$ cat src/logic/occ_pkg.sv
// Constants, types and command codes of the output channel control block
`default_nettype none
package occ_pkg;
  // ****************************************************************
  // Sizes
  // ****************************************************************
  localparam int NUM_CH = 10;
  localparam int FB_BITS = 4;
  localparam int FB_CH_BASE = 6;
  localparam int FRAME_W = 16;
  localparam int REG_W = 12;
  localparam int SEL_W = 2;
  localparam int SEL_LO_CH = 6;
  localparam int SEL_HI_CH = 4;
  localparam int CNT_W = 5;
  localparam logic [CNT_W-1:0] FRAME_BITS = 5'h10;
  localparam logic [CNT_W-1:0] CNT_MAX = 5'h1f;

  // ****************************************************************
  // Serial frame carrier
  // ****************************************************************
  typedef struct packed {
    logic [3:0] cmd;
    logic [REG_W-1:0] data;
  } occ_frame_t;

  // Command codes in the frame's upper nibble
  localparam logic [3:0] CMD_PIN_SET = 4'h1;
  localparam logic [3:0] CMD_RD = 4'h4;
  localparam logic [3:0] CMD_DIAG_CLR = 4'h5;
  localparam logic [3:0] CMD_WR_ON = 4'h8;
  localparam logic [3:0] CMD_WR_SEL_LO = 4'h9;
  localparam logic [3:0] CMD_WR_SEL_HI = 4'ha;
  localparam logic [3:0] CMD_WR_PAIR = 4'hb;

  // Read selector in the low data bits of a read command
  localparam logic [1:0] RD_ON = 2'h0;
  localparam logic [1:0] RD_SEL_LO = 2'h1;
  localparam logic [1:0] RD_SEL_HI = 2'h2;
  localparam logic [1:0] RD_PAIR = 2'h3;

  // ****************************************************************
  // Reset values, writable masks and fixed levels
  // ****************************************************************
  localparam logic [REG_W-1:0] RST_ON = 12'hc00;
  localparam logic [REG_W-1:0] RST_SEL_LO = 12'haaa;
  localparam logic [REG_W-1:0] RST_SEL_HI = 12'h0aa;
  localparam logic [REG_W-1:0] RST_PAIR = 12'h000;
  localparam logic [REG_W-1:0] WMASK_ON = 12'h3ff;
  localparam logic [REG_W-1:0] WMASK_SEL_LO = 12'hfff;
  localparam logic [REG_W-1:0] WMASK_SEL_HI = 12'h0ff;
  localparam logic [REG_W-1:0] WMASK_PAIR = 12'h0f7;
  localparam logic [7:0] RST_PIN_SET = 8'h00;
  localparam logic [3:0] RSP_PAD = 4'h0;

  // Pin-set field layout: low nibble mode, high nibble values
  localparam int OPS_SEL_LSB = 0;
  localparam int OPS_VAL_LSB = 4;

  // Source select codes; upper bit low means register control
  localparam int SEL_HI_BIT = 1;
  localparam logic [SEL_W-1:0] SEL_IN_PIN = 2'h2;
  localparam logic [SEL_W-1:0] SEL_AND = 2'h3;

  // Channels that have a pairing link to their lower neighbour
  localparam logic [NUM_CH-1:0] LINK_HAS = 10'h3ae;

  // Pairing bit that links channel k (from 0) with channel k-1
  function automatic int link_idx(input int k);
    case (k)
      1: link_idx = 0;
      2: link_idx = 1;
      3: link_idx = 2;
      5: link_idx = 4;
      7: link_idx = 5;
      8: link_idx = 6;
      9: link_idx = 7;
      default: link_idx = 0;
    endcase
  endfunction : link_idx

  // ****************************************************************
  // Frame sequencer states
  // ****************************************************************
  typedef enum logic [2:0] {
    ST_IDLE = 3'h1,
    ST_SHIFT = 3'h2,
    ST_DONE = 3'h4
  } occ_state_t;
endpackage : occ_pkg
`default_nettype wire

$ cat src/logic/occ_src_mux.sv
// Per-channel choice between register bit, input pin or their AND
`timescale 1ns/1ps
`default_nettype none
module occ_src_mux
  import occ_pkg::*;
(
  input wire logic [SEL_W-1:0] sel, // Source select field
  input wire logic on_bit, // Channel on/off register bit
  input wire logic in_pin, // Channel input pin
  output logic drive // Resulting channel command
);
  always_comb begin
    if (!sel[SEL_HI_BIT]) begin
      drive = on_bit;
    end else if (sel == SEL_IN_PIN) begin
      drive = in_pin;
    end else begin
      drive = on_bit & in_pin;
    end
  end
endmodule : occ_src_mux
`default_nettype wire

$ cat src/logic/occ_fb_bit.sv
// One bit of the pin feedback field
`timescale 1ns/1ps
`default_nettype none
module occ_fb_bit (
  input wire logic par_sel, // Previous frame picked parallel mode
  input wire logic sent_val, // Value sent in the previous frame
  input wire logic in_pin, // Live input pin, caught at frame start
  output logic fb // Feedback bit
);
  // Each bit decides on its own, so one frame can mix sources
  assign fb = par_sel ? in_pin : sent_val;
endmodule : occ_fb_bit
`default_nettype wire

$ cat src/logic/occ_ctrl.sv
// Output channel control: serial frames, registers, pairing, feedback
`timescale 1ns/1ps
`default_nettype none

// Functional notes
// - Response upper byte carries the eight-bit pin feedback field.
// - Serial-mode channels 7-10 echo the value sent last frame.
// - Parallel-mode channels 7-10 return the pin level at chip select fall.
// - Feedback source is chosen per channel; frames may mix both.
// - Ten on/off bits in the twelve-bit register, one per channel, one means on.
// - On/off bit drives the channel only when select upper bit is zero.
// - Twelve-bit on/off register resets to c00, top two bits fixed one.
// - Select code 10 makes the channel follow its input pin.
// - Select code 11 turns channel on only if bit and pin are one.
// - Low select bank: six fields, channel 1 lowest, resets to aaa.
// - High select bank: four fields in low byte, upper zero, resets 0aa.
// - Pairing bits 0-2 and 4-7 as listed; bit 3 and 11-8 zero.
// - A set pairing bit drives both outputs from the lower channel.
// - Pairing works only within groups 1-4, 5-6 and 7-10.
// - Pairing register resets to 000, all channels independent.
// - Diagnosis sets only the faulty channel's bit, even when paired.
// - Every frame shifted in returns a response frame in the same transfer.
module occ_ctrl
  import occ_pkg::*;
(
  input wire logic clk, // System clock, 20 MHz
  input wire logic rst, // Synchronous reset, active high
  input wire logic spi_cs_n, // Serial chip select, active low
  input wire logic spi_sclk, // Serial clock, idle low
  input wire logic spi_si, // Serial data in
  output logic spi_so, // Serial data out
  output logic spi_so_oe_n, // Serial data out enable, active low
  input wire logic [NUM_CH-1:0] channel_input_pin, // Parallel inputs
  input wire logic [NUM_CH-1:0] channel_fault, // Per-channel fault
  output logic [NUM_CH-1:0] channel_drive, // Power stage commands
  output logic [NUM_CH-1:0] diag_flags // Sticky diagnosis bits
);
  // ****************************************************************
  // Declarations
  // ****************************************************************
  occ_state_t state_r;
  occ_state_t state_nxt;
  logic cs_q_r;
  logic sclk_q_r;
  logic cs_fall;
  logic cs_rise;
  logic sclk_rise;
  logic sclk_fall;
  logic [FRAME_W-1:0] rx_sh_r;
  logic [FRAME_W-1:0] tx_sh_r;
  logic [CNT_W-1:0] bit_cnt_r;
  occ_frame_t frame;
  logic frame_ok;
  logic [REG_W-1:0] on_off_r;
  logic [REG_W-1:0] sel_lo_r;
  logic [REG_W-1:0] sel_hi_r;
  logic [REG_W-1:0] pair_r;
  logic [7:0] pin_set_r;
  logic rd_pend_r;
  logic [1:0] rd_sel_r;
  logic [REG_W-1:0] rd_val;
  logic [FB_BITS-1:0] fb_now;
  logic [7:0] pin_feedback;
  logic [FRAME_W-1:0] rsp_word;
  logic [SEL_W*NUM_CH-1:0] sel_vec;
  logic [NUM_CH-1:0] own_drive;
  logic [NUM_CH-1:0] chained;
  logic [NUM_CH-1:0] drive_r;
  logic [NUM_CH-1:0] diag_r;
  logic so_oe_n_r;
  logic wr_on;
  logic wr_sel_lo;
  logic wr_sel_hi;
  logic wr_pair;
  logic wr_pin_set;
  logic diag_clr;
  logic rd_cmd;

  // ****************************************************************
  // Edge detection on the serial pins
  // ****************************************************************
  // Pins count as synchronous, so one stage of history is enough
  always_ff @(posedge clk) begin
    if (rst) begin
      cs_q_r <= 1'b1;
      sclk_q_r <= 1'b0;
    end else begin
      cs_q_r <= spi_cs_n;
      sclk_q_r <= spi_sclk;
    end
  end

  assign cs_fall = cs_q_r & ~spi_cs_n;
  assign cs_rise = ~cs_q_r & spi_cs_n;
  assign sclk_rise = ~sclk_q_r & spi_sclk & ~spi_cs_n;
  assign sclk_fall = sclk_q_r & ~spi_sclk & ~spi_cs_n;

  // ****************************************************************
  // Frame sequencer
  // ****************************************************************
  always_comb begin
    state_nxt = state_r;
    unique case (state_r)
      ST_IDLE: begin
        if (cs_fall) begin
          state_nxt = ST_SHIFT;
        end
      end
      ST_SHIFT: begin
        if (cs_rise) begin
          state_nxt = ST_DONE;
        end
      end
      ST_DONE: begin
        state_nxt = cs_fall ? ST_SHIFT : ST_IDLE;
      end
      default: begin
        state_nxt = ST_IDLE;
      end
    endcase
  end

  always_ff @(posedge clk) begin
    if (rst) begin
      state_r <= ST_IDLE;
    end else begin
      state_r <= state_nxt;
    end
  end

  // ****************************************************************
  // Receive shifter and bit counter
  // ****************************************************************
  always_ff @(posedge clk) begin
    if (rst) begin
      rx_sh_r <= '0;
      bit_cnt_r <= '0;
    end else if (cs_fall) begin
      bit_cnt_r <= '0;
    end else if (state_r == ST_SHIFT && sclk_rise) begin
      rx_sh_r <= {rx_sh_r[FRAME_W-2:0], spi_si};
      if (bit_cnt_r != CNT_MAX) begin
        bit_cnt_r <= bit_cnt_r + 1'b1;
      end
    end
  end

  // Frames of any other length are dropped, so a broken transfer
  // never lands a half-shifted word in a register
  assign frame = occ_frame_t'(rx_sh_r);
  assign frame_ok = (state_r == ST_DONE) && (bit_cnt_r == FRAME_BITS);

  // ****************************************************************
  // Command strobes
  // ****************************************************************
  // One cycle wide on a committed frame; an unknown code raises none,
  // so it leaves every register but rd_pend_r and rd_sel_r as it was
  assign wr_on = frame_ok && (frame.cmd == CMD_WR_ON);
  assign wr_sel_lo = frame_ok && (frame.cmd == CMD_WR_SEL_LO);
  assign wr_sel_hi = frame_ok && (frame.cmd == CMD_WR_SEL_HI);
  assign wr_pair = frame_ok && (frame.cmd == CMD_WR_PAIR);
  assign wr_pin_set = frame_ok && (frame.cmd == CMD_PIN_SET);
  assign diag_clr = frame_ok && (frame.cmd == CMD_DIAG_CLR);
  assign rd_cmd = frame_ok && (frame.cmd == CMD_RD);

  // ****************************************************************
  // Response frame
  // ****************************************************************
  // Register readback; fixed bits come out at their fixed level
  always_comb begin
    unique case (rd_sel_r)
      RD_ON: rd_val = on_off_r;
      RD_SEL_LO: rd_val = sel_lo_r;
      RD_SEL_HI: rd_val = sel_hi_r;
      RD_PAIR: rd_val = pair_r;
    endcase
  end

  genvar g;
  generate
    for (g = 0; g < FB_BITS; g++) begin : g_fb
      occ_fb_bit u_fb (
        .par_sel(pin_set_r[OPS_SEL_LSB+g]),
        .sent_val(pin_set_r[OPS_VAL_LSB+g]),
        .in_pin(channel_input_pin[FB_CH_BASE+g]),
        .fb(fb_now[g])
      );
    end
  endgenerate

  // Value bits of serial-mode channels stay in the upper nibble
  assign pin_feedback = {fb_now, pin_set_r[OPS_VAL_LSB-1:OPS_SEL_LSB]};

  always_comb begin
    if (rd_pend_r) begin
      rsp_word = {RSP_PAD, rd_val};
    end else begin
      rsp_word = {pin_feedback, diag_r[7:0]};
    end
  end

  // Response loads at chip select fall, so pins are caught there
  always_ff @(posedge clk) begin
    if (rst) begin
      tx_sh_r <= '0;
    end else if (cs_fall) begin
      tx_sh_r <= rsp_word;
    end else if (state_r == ST_SHIFT && sclk_fall) begin
      tx_sh_r <= {tx_sh_r[FRAME_W-2:0], 1'b0};
    end
  end

  // Enable follows chip select one clock late, like every other output
  always_ff @(posedge clk) begin
    if (rst) begin
      so_oe_n_r <= 1'b1;
    end else begin
      so_oe_n_r <= spi_cs_n;
    end
  end

  // ****************************************************************
  // Command decode: registers
  // ****************************************************************
  always_ff @(posedge clk) begin
    if (rst) begin
      on_off_r <= RST_ON;
    end else if (wr_on) begin
      on_off_r <= (frame.data & WMASK_ON) | RST_ON;
    end
  end

  always_ff @(posedge clk) begin
    if (rst) begin
      sel_lo_r <= RST_SEL_LO;
    end else if (wr_sel_lo) begin
      sel_lo_r <= frame.data & WMASK_SEL_LO;
    end
  end

  always_ff @(posedge clk) begin
    if (rst) begin
      sel_hi_r <= RST_SEL_HI;
    end else if (wr_sel_hi) begin
      sel_hi_r <= frame.data & WMASK_SEL_HI;
    end
  end

  always_ff @(posedge clk) begin
    if (rst) begin
      pair_r <= RST_PAIR;
    end else if (wr_pair) begin
      pair_r <= frame.data & WMASK_PAIR;
    end
  end

  // Pin-set bits are kept for the next frame's feedback
  always_ff @(posedge clk) begin
    if (rst) begin
      pin_set_r <= RST_PIN_SET;
    end else if (wr_pin_set) begin
      pin_set_r <= frame.data[7:0];
    end
  end

  // A read answers in the next frame, then the feedback word returns
  always_ff @(posedge clk) begin
    if (rst) begin
      rd_pend_r <= 1'b0;
      rd_sel_r <= RD_ON;
    end else if (frame_ok) begin
      rd_pend_r <= rd_cmd;
      rd_sel_r <= frame.data[1:0];
    end
  end

  // ****************************************************************
  // Channel drive with pairing
  // ****************************************************************
  assign sel_vec = {sel_hi_r[SEL_W*SEL_HI_CH-1:0], sel_lo_r};

  generate
    for (g = 0; g < NUM_CH; g++) begin : g_ch
      occ_src_mux u_mux (
        .sel(sel_vec[SEL_W*g +: SEL_W]),
        .on_bit(on_off_r[g]),
        .in_pin(channel_input_pin[g]),
        .drive(own_drive[g])
      );
    end
  endgenerate

  // Chained links let 1-2 and 2-3 both set drive three from channel 1;
  // links never cross a group edge, as LINK_HAS has no bit there
  always_comb begin
    chained[0] = own_drive[0];
    for (int k = 1; k < NUM_CH; k++) begin
      if (LINK_HAS[k] && pair_r[link_idx(k)]) begin
        chained[k] = chained[k-1];
      end else begin
        chained[k] = own_drive[k];
      end
    end
  end

  // Registered so a settling mux chain never reaches a power stage
  always_ff @(posedge clk) begin
    if (rst) begin
      drive_r <= '0;
    end else begin
      drive_r <= chained;
    end
  end

  // ****************************************************************
  // Diagnosis flags
  // ****************************************************************
  // Each flag follows its own channel only; the host merges pairs.
  // A fault in the clearing cycle wins over the clear.
  always_ff @(posedge clk) begin
    if (rst) begin
      diag_r <= '0;
    end else begin
      for (int k = 0; k < NUM_CH; k++) begin
        if (channel_fault[k]) begin
          diag_r[k] <= 1'b1;
        end else if (diag_clr) begin
          diag_r[k] <= 1'b0;
        end
      end
    end
  end

  // ****************************************************************
  // Outputs
  // ****************************************************************
  assign spi_so = tx_sh_r[FRAME_W-1];
  assign spi_so_oe_n = so_oe_n_r;
  assign channel_drive = drive_r;
  assign diag_flags = diag_r;
endmodule : occ_ctrl
`default_nettype wire

$ cat config.mk
export PLATFORM = sky130hd
export DESIGN_NAME = occ_ctrl
export DESIGN_NICKNAME = d
export VERILOG_FILES = /design/src/logic/occ_pkg.sv /design/src/logic/occ_src_mux.sv /design/src/logic/occ_fb_bit.sv /design/src/logic/occ_ctrl.sv
export SDC_FILE = /design/constraint.sdc
export NUM_CORES = 1
export LEC_CHECK = 0
export ABC_AREA = 1
export BUFFER_PORTS_ARGS = -buffer_cell sky130_fd_sc_hd__clkbuf_2
export CORE_MARGIN = 1
export CORE_UTILIZATION = 25
export CTS_CLUSTER_DIAMETER = 60
export DETAILED_ROUTE_END_ITERATION = 6
export SETUP_SLACK_MARGIN = 0.2
export SLEW_MARGIN = 15
export SYNTH_ARGS = -nofsm -noshare
export SYNTH_HDL_FRONTEND = slang
export SYNTH_SLANG_ARGS = --single-unit
export TNS_END_PERCENT = 30
$ cat constraint.sdc
create_clock -name clk -period 1.7 [get_ports clk]
set_input_delay 0.085 -clock clk [delete_from_list [all_inputs] [get_ports clk]]
set_output_delay 0.085 -clock clk [all_outputs]
set_load 0.005 [all_outputs]
==> results of run 1 <==
[registers in the layout, summed over array words and instances (netlist names)]
| register | flops |
|---|---|
| frame | 16 |
| tx_sh_r | 16 |
| sel_lo_r | 12 |
| channel_drive | 10 |
| diag_flags | 10 |
| on_off_r | 10 |
| pin_set_r | 8 |
| sel_hi_r | 8 |
| pair_r | 7 |
| bit_cnt_r | 5 |
| state_r | 3 |
| rd_sel_r | 2 |
| rd_pend_r | 1 |
| sclk_q_r | 1 |
| spi_so_oe_n | 1 |
[what timing repair did]
item                       in CTS  in global routing
setup buffers                   0                  6
setup endpoints to repair      39                 83
resized for setup               1                 61
pin swaps                       0                 16
hold endpoints to repair       11                  0
cloned                          0                  6
hold buffers                   11                  0
[cells by family (layout without fill, tap and decap cells)]
logic type | count (synthesis) | in the layout
simple gates | 369 | 369
compound gates | 130 | 130
flops | 110 | 110
buf+inv | 90 | 162
fa+ha+maj | 3 | 3
xor+xnor | 2 | 2
[cell usage after synthesis]
| cell type | instances |
|---|---|
| o21ai_0 | 36 |
| o21a_1 | 1 |
| nor2_4 | 3 |
| clkbuf_1 | 11 |
| o211ai_1 | 4 |
| nand2_4 | 1 |
| nand2_2 | 8 |
| nor3_2 | 1 |
| o21bai_1 | 3 |
| a21oi_1 | 83 |
| nand4_1 | 1 |
| dfxtp_1 | 110 |
| nor2_2 | 1 |
| nand3_2 | 2 |
| nor3_4 | 2 |
| inv_2 | 8 |
| buf_6 | 2 |
| buf_4 | 2 |
| buf_2 | 11 |
| o31ai_1 | 1 |
| o2111ai_1 | 1 |
| xor2_1 | 2 |
| nand3_1 | 82 |
| a21boi_0 | 1 |
| nand2_1 | 190 |
| buf_1 | 2 |
| ha_1 | 3 |
| inv_1 | 54 |
| nor3_1 | 5 |
| nor2_1 | 73 |
[stage by stage]
stage	cell area [um^2]	total power, uW	setup slack (ns)	cells	hold slack, ns
6_report	6340	5310	0.164	1036	0.0364
5_1_grt	6340	5510	0.0655	1036	0.0492
4_1_cts	5900	5320	0.135	1024	0.0305
3_5_place_dp	5470	3040	0.0563	997	0.298
3_3_place_gp	5470	3040	0.0885	997	0.291
2_1_floorplan	4900	2910	0.357	704	0.194
[metal layers]
layer	vias up	global-route usage
met4	0	0.0560
met5	-	0
met1	2142	0.186
met2	118	0.220
met3	29	0.0229
li1	2434	-
[cell type report]
| cell class | count | area share |
|---|---|---|
| Clock buffer | 13 | 0.0394 |
| Clock inverter | 3 | 0.0106 |
| Inverter | 62 | 0.0379 |
| Multi-Input combinational cell | 504 | 0.403 |
| Sequential cell | 110 | 0.348 |
| Tap cell | 260 | 0.0513 |
| Timing Repair Buffer | 84 | 0.110 |
[cells in the final DEF (no fill, tap or decap), drive strengths merged, types with 2 or more instances in the layout]
master	netlist	routed
nand2	199	199
inv	62	62
clkbuf	11	64
dlygate4sd3	0	11
xor2	2	2
dfxtp	110	110
nor2	77	77
buf	17	22
nor3	8	8
o211ai	4	4
nand3	84	84
o21bai	3	3
bufinv	0	2
a21oi	83	83
ha	3	3
o21ai	36	36
[worst paths after layout]
| kind | startpoint | to | slack (ns) |
|---|---|---|---|
| setup reg to reg | bit_cnt_r[0] | pin_set_r[4] | 0.16 |
| hold / removal | channel_input_pin[0] | channel_drive[0] | 0.04 |
| setup / recovery | bit_cnt_r[0] | pin_set_r[4] | 0.16 |
| hold reg to reg | tx_sh_r[14] | tx_sh_r[14] | 0.47 |
[power by group]
group	switching (uW)	internal (uW)
Sequential	34.5	2630
Clock	955	1340
Combinational	207	151
[critical path, delay by kind of cell (launching register included)]
family	cells	cell delay (ns)
AND/OR/NAND/NOR	3	0.42
adder cells (fa/ha/maj)	1	0.13
buffers and inverters	3	0.40
flip-flops	1	0.34
AO/OA/AOI/OAI	1	0.17
==> results.json, run 1 <==
{
  "synth-compound-area-share": 0.139,
  "synth_top_area_share": 0.449,
  "power_density_nw_per_um2": 838,
  "wirelength_um": 14300,
  "tns_ns": 0,
  "netlist_instances": 704,
  "cts_buffers": 9,
  "grt_pass1_wl_um": 21600,
  "n_antenna_cell": 0,
  "start_kind": "flop",
  "timing_worst_slew_pin_value_ns": 0.512,
  "fillers": 2047,
  "cts_root_buffer": "clkbuf_16",
  "muxShareOfSynthArea": 0,
  "rows": 50,
  "cp.required_ns": 1.98,
  "max_freq_mhz": 651,
  "final_antenna_net_count": 0,
  "drive_gt1_frac": 0.197,
  "arrival_ns": 1.82,
  "die-area_um2": 20200,
  "port_buffers": 46,
  "die_y_um": 142,
  "num_vias": 4723,
  "met3_length_um": 684,
  "leakage_uw": 0.00254,
  "vdd_drop_max_v": 0.000384,
  "area_growth_pct": 29.4,
  "dr.pass1.iters": 5,
  "antenna_found_initial": 0,
  "syn_area_per_cell_um2": 6.97,
  "grt_pass1_vias": 4165,
  "h-tree-depth": 3,
  "drc": 0,
  "slew_headroom": 0.658,
  "critPathMaxStageDelay_ns": 0.34,
  "slew_violations": 0,
  "wire_per_inst_um": 13.8,
  "synthAdderAreaFrac": 0.00766,
  "ff2ff_path_depth": 8,
  "setup_viol": 0,
  "wl_met2_um": 6580,
  "synth-seq-cells": 110,
  "nets": 799,
  "ioPinCount": 47,
  "overflow": 0,
  "hold_depth": 5,
  "cp_cell_sequence": "inv_2 > ha_4 > nand3_2 > nor2_4 > buf_4 > clkbuf_16 > nand3_1 > a21oi_1",
  "hold_violations": 0,
  "maxUsedRoutingLayer": "met4",
  "clk_latency_ns": 0.35,
  "yosysWarnings": 0,
  "syn-cell-area_um2": 4900,
  "clkSinkCount": 110,
  "wl_met1_um": 6610,
  "gp_congestion": 0.866,
  "synthTopCellsByArea": "dfxtp_1, nand2_1, a21oi_1",
  "hp-class": "in2reg",
  "synthSimpleGateAreaFrac": 0.325,
  "yosysTopAreaCell": "dfxtp_1",
  "track_usage": 0.138,
  "synth-xor-area-share": 0.00357,
  "dp_hpwl_um": 9450,
  "multi_input_area_um2": 2550,
  "ys_seq_area_frac": 0.449,
  "cts_buffer_depth": 2,
  "maxCapViolCount": 0,
  "regArea_um2": 2210,
  "critPathKind": "reg2reg",
  "synth.distinct_cells": 30,
  "core_um2": 19000,
  "cts.clk_slew.worst_paths_ns": 0.07,
  "cts_tree": "built",
  "fin_crit_sh": 0.903,
  "drt_iter0_markers": 387,
  "initial_core_util": 0.259,
  "crit_path_end_kind": "flop",
  "grt_max_degree": 75,
  "die_x_um": 142,
  "status": "complete, no violations",
  "slowest_stage": "dfxtp_2",
  "rsz0062_at_grt": "true",
  "via_per_inst": 4.56,
  "syn_nets": 732,
  "fin_util": 0.335,
  "period_minus_slack_ns": 1.54,
  "cp_max_fo": 13,
  "skew_ns": 0.0104,
  "synth_top_family_by_area": "simple AND/OR/NAND/NOR gates"
}
No activity file was read; power rests on OpenSTA's default activity.
==> inputs of run 2 (changes only) <==
==> constraint.sdc (replaced) <==
create_clock -name clk -period 1.7 [get_ports clk]
set_input_delay 0.34 -clock clk [delete_from_list [all_inputs] [get_ports clk]]
set_output_delay 0.34 -clock clk [all_outputs]
set_load 0.005 [all_outputs]
==> run 2 against run 1 <==
Against the previous run:
- maximum frequency rose by 3.3%
- flip-flop and latch count did not move
- design area fell by 5.5%
- register-to-register slack improved by 0.05 ns
- clock power fell by 9.6%
- clock-buffer cell count rose by 2
- total power fell by 4.9%
- cell count fell by 1.5%
- highest routed layer unchanged
==> results.json, run 2 (same netlist as run 1, synthesis figures left out) <==
{
  "status": "complete, no violations",
  "crit_path_end_kind": "flop",
  "cts_buffers": 9,
  "combPwrFrac": 0.063,
  "cp_top_family": "simple AND/OR/NAND/NOR gates",
  "dp_hpwl_um": 9670,
  "rows": 50,
  "max_freq_mhz": 672,
  "critPathKind": "reg2reg",
  "dr.pass1.iters": 5,
  "setup_viol": 0,
  "fin_crit_sh": 0.875,
  "netSwitchingPower_uw": 1150,
  "leakage_uw": 0.00244,
  "die_y_um": 142,
  "drive_gt1_frac": 0.168,
  "arrival_ns": 1.71,
  "overflow": 0,
  "cp_max_fo": 13,
  "drt_iter0_markers": 423,
  "n_antenna_cell": 0,
  "drc": 0,
  "tns_ns": 0,
  "power_density_nw_per_um2": 843,
  "fin_util": 0.316,
  "hp-class": "in2reg",
  "port_buffers": 46,
  "ctsHoldBuffers": 0,
  "area_growth_pct": 22.2,
  "wire_per_inst_um": 13.5,
  "maxCapViolCount": 0,
  "die-area_um2": 20200,
  "crit_path_frequent_cell": "nand2_1",
  "clkSinkCount": 110,
  "critPathMaxStageDelay_ns": 0.34,
  "grt_pass1_vias": 4074,
  "clk_latency_ns": 0.35,
  "wirelength_um": 13800,
  "cts_buffer_depth": 2,
  "antenna_found_initial": 0,
  "gp_congestion": 0.835,
  "seqPwrFrac": 0.527,
  "grt_max_degree": 75,
  "die_x_um": 142,
  "period_minus_slack_ns": 1.49,
  "h-tree-depth": 3,
  "p_int_uw": 3900,
  "cp.required_ns": 1.93,
  "cp_cell_sequence": "inv_2 > ha_1 > nand3_2 > nor2_4 > buf_12 > nand2_1 > buf_6 > nand2_1 > o211ai_1",
  "timing_worst_slew_pin_value_ns": 0.384,
  "cts.clk_slew.worst_paths_ns": 0.07,
  "nets": 784,
  "core_um2": 19000,
  "num_vias": 4657,
  "start_kind": "flop",
  "slowest_stage": "dfxtp_2",
  "final_cell_mix": "nand2_1, dfxtp_1, a21oi_1, nand3_1, nor2_1",
  "switching_share": 0.228,
  "vdd_drop_max_v": 0.000389,
  "slew_violations": 0,
  "final_antenna_net_count": 0,
  "grt_pass1_wl_um": 21500,
  "initial_core_util": 0.259,
  "skew_ns": 0.00510,
  "pwr-share-clk": 0.410,
  "cp_num_buf_inv": 3,
  "ioPinCount": 47,
  "slew_headroom": 0.741,
  "hold_violations": 0,
  "final_common_cell": "nand2_1",
  "cts_root_buffer": "clkbuf_16",
  "track_usage": 0.138,
  "via_per_inst": 4.57,
  "cts_tree": "built",
  "rsz0062_at_grt": "true"
}
[run 2: cell types whose count changed in the layout (fill, tap and decap cells not counted), sizes merged]
| cell | delta |
|---|---|
| buf | -2 |
| dlygate4sd3 | -11 |
| clkinvlp | -1 |
| bufinv | -2 |
[run 2: worst register-to-register path, cell delays in order (launching register included)]
cell and delay, ns:
dfxtp_2 0.34, inv_2 0.05, ha_1 0.15, nand3_2 0.09
nor2_4 0.19, buf_12 0.17, nand2_1 0.07, buf_6 0.16
nand2_1 0.07, o211ai_1 0.07
[run 2: area by class of cell]
type                            instances  area (um^2)
Fill cell                            2047        13000
Clock buffer                           15          288
Multi-Input combinational cell        504         2420
Timing Repair Buffer                   69          509
Sequential cell                       110         2210
Inverter                               62          243
Tap cell                              260          325
[run 2: stage by stage]
step	cells	hold WS (ns)	total power, uW	worst slack, ns	cell area [um^2]
after floorplan	704	0.440	2910	0.357	4900
after global placement	1000	0.450	3040	0.192	5490
after detailed placement	1000	0.456	3040	0.185	5490
after CTS	1015	0.189	5100	0.196	5790
after global routing	1020	0.197	5260	0.121	5990
final	1020	0.192	5050	0.213	5990
[run 2: repair_timing]
item | 4_1_cts | 5_1_grt
gates resized for setup | 2 | 31
pin swaps | 0 | 3
setup buffers | 0 | 2
cloned | 0 | 3
setup endpoints to repair | 11 | 87
[run 2: worst paths after layout]
| check | to | depth (start not counted) | slack [ns] | startpoint |
|---|---|---|---|---|
| worst max register to register | sel_lo_r[1] | 9 | 0.21 | bit_cnt_r[0] |
| worst min-delay path | diag_flags[2] | 3 | 0.19 | channel_fault[2] |
| worst max-delay path | sel_lo_r[1] | 9 | 0.21 | bit_cnt_r[0] |
| worst min register to register | pin_set_r[0] | 2 | 0.46 | pin_set_r[0] |
[run 2: layer usage]
metal  vias up  GRT usage  share of wire
li1       2398          -              -
met1      2127      0.189           0.47
met2       115      0.214           0.46
met3        17     0.0229          0.047
met4         0     0.0515          0.022
met5         -          0              0
[run 2: power groups by stage]
stage	sequential, uW	clock [uW]	combinational (uW)
finish	2670	2070	317
floorplan	2720	0	193
detailed placement	2720	0	316
CTS	2660	2110	317
global placement	2720	0	314
global route	2670	2230	362
==> inputs of run 3 (changes only) <==
CORE_ASPECT_RATIO = 2   (was default)
==> run 3 against run 2 <==
Against the previous run:
- cell count rose by 0.59%
- total power rose by 1.3%
- setup slack barely moved
- maximum frequency barely moved
- flip-flop and latch count did not move
- die area rose by 0.17%
- core utilization rose by 0.27 points
- register-to-register slack barely moved
- clock skew rose by 0.0048 ns
- worst hold slack got worse by 0.016 ns
- sequential share of layout area fell by 0.88 points
- critical path depth fell by 1
- critical endpoint is now sel_lo_r[0]
- highest routed layer unchanged
==> results.json, run 3 (same netlist as run 1, synthesis figures left out) <==
{
  "placed_area_um2": 5550,
  "track_usage": 0.154,
  "cp_max_fo": 8,
  "dr.pass1.iters": 5,
  "vdd_drop_max_v": 0.000422,
  "grt_pass1_vias": 4548,
  "final_common_cell": "nand2_1",
  "initial_core_util": 0.254,
  "port_buffers": 46,
  "ioPinCount": 47,
  "maxCapViolCount": 0,
  "cts_tree": "built",
  "design_area_um2": 6150,
  "crit_path_end_kind": "flop",
  "arrival_ns": 1.78,
  "rsz0062_at_grt": "true",
  "grt_max_degree": 75,
  "status": "complete, no violations",
  "h-tree-depth": 3,
  "hp-class": "in2reg",
  "clk_latency_ns": 0.37,
  "drive_gt1_frac": 0.193,
  "core_um2": 19300,
  "setup_viol": 0,
  "cp.required_ns": 1.99,
  "die_x_um": 101,
  "timing_worst_slew_pin_value_ns": 0.527,
  "die-area_um2": 20200,
  "start_kind": "flop",
  "gp_congestion": 0.876,
  "slew_violations": 0,
  "die_y_um": 200,
  "drt_iter0_markers": 357,
  "cts.clk_slew.worst_paths_ns": 0.08,
  "cts_buffers": 9,
  "nets": 790,
  "wire_per_inst_um": 14.7,
  "dp_hpwl_um": 11100,
  "ctsHoldBuffers": 0,
  "via_per_inst": 4.66,
  "skew_ns": 0.00988,
  "n_antenna_cell": 0,
  "final_antenna_net_count": 0,
  "fin_crit_sh": 0.875,
  "preCtsSetupSlack_ns": -0.00852,
  "cts_buffer_depth": 2,
  "clkSinkCount": 110,
  "wirelength_um": 15100,
  "hold_violations": 0,
  "drc": 0,
  "grt_pass1_wl_um": 23400,
  "max_freq_mhz": 672,
  "final_cell_mix": "nand2_1, dfxtp_1, nand3_1",
  "antenna_found_initial": 0,
  "area_growth_pct": 25.4,
  "power_density_nw_per_um2": 833,
  "num_vias": 4783,
  "slew_headroom": 0.645,
  "leakage_uw": 0.00250,
  "overflow": 0,
  "setup_ws_ns": 0.212,
  "critPathKind": "reg2reg",
  "cts_root_buffer": "clkbuf_16",
  "rows": 72,
  "period_minus_slack_ns": 1.49
}
[run 3: repair_timing]
action                                 in CTS  in global routing
setup endpoints to repair                  36                 75
endpoints found under the hold margin       0                  0
setup buffers                               0                  3
pin swaps                                   0                 14
resized for setup                           1                 49
cloned                                      0                  3
[run 3: worst paths after layout]
check                    from            end  slack [ns]  cells after the start
max              bit_cnt_r[0]    sel_lo_r[0]        0.21                      8
min          channel_fault[2]  diag_flags[2]        0.18                      3
max reg2reg      bit_cnt_r[0]    sel_lo_r[0]        0.21                      8
min reg2reg      pin_set_r[5]   pin_set_r[5]        0.46                      2
[run 3: cell type report]
type                            count  area [um^2]
Sequential cell                   110         2210
Tap cell                          259          324
Clock inverter                      5         42.5
Inverter                           62          243
Multi-Input combinational cell    504         2490
Timing Repair Buffer               75          587
Fill cell                        2123        13100
Clock buffer                       11          253
[run 3: worst max-delay path, stage by stage, from the launching register on]
cell,delay (ns)
dfxtp_4,0.37
inv_4,0.06
ha_4,0.12
nand3_2,0.09
nor2_4,0.19
buf_12,0.20
clkbuf_16,0.16
nand3_1,0.07
a21oi_1,0.15
[run 3: metrics by stage]
step | setup TNS, ns | power [uW] | cells | hold WS [ns] | utilization
final | 0 | 5120 | 1026 | 0.176 | 0.319
after detailed placement | -0.00852 | 3060 | 1004 | 0.456 | 0.288
after global placement | 0 | 3060 | 1004 | 0.450 | 0.288
after CTS | 0 | 5160 | 1020 | 0.176 | 0.303
after global routing | 0 | 5290 | 1026 | 0.188 | 0.319
after floorplan | 0 | 2910 | 704 | 0.440 | -
[run 3: power by group]
| group | internal (uW) | switching [uW] | leakage [uW] |
|---|---|---|---|
| sequential | 2630 | 32.5 | 0.000896 |
| combinational | 132 | 212 | 0.00146 |
| clock | 1090 | 1020 | 0.000142 |
| total | 3850 | 1270 | 0.00250 |
[run 3: routing by layer]
metal / global-route usage / wire (um) / up-vias
li1: - / - / 2404
met1: 0.148 / 5470 / 2222
met2: 0.294 / 8320 / 122
met3: 0.0150 / 445 / 35
met4: 0.120 / 842 / 0
met5: 0 / 0 / -
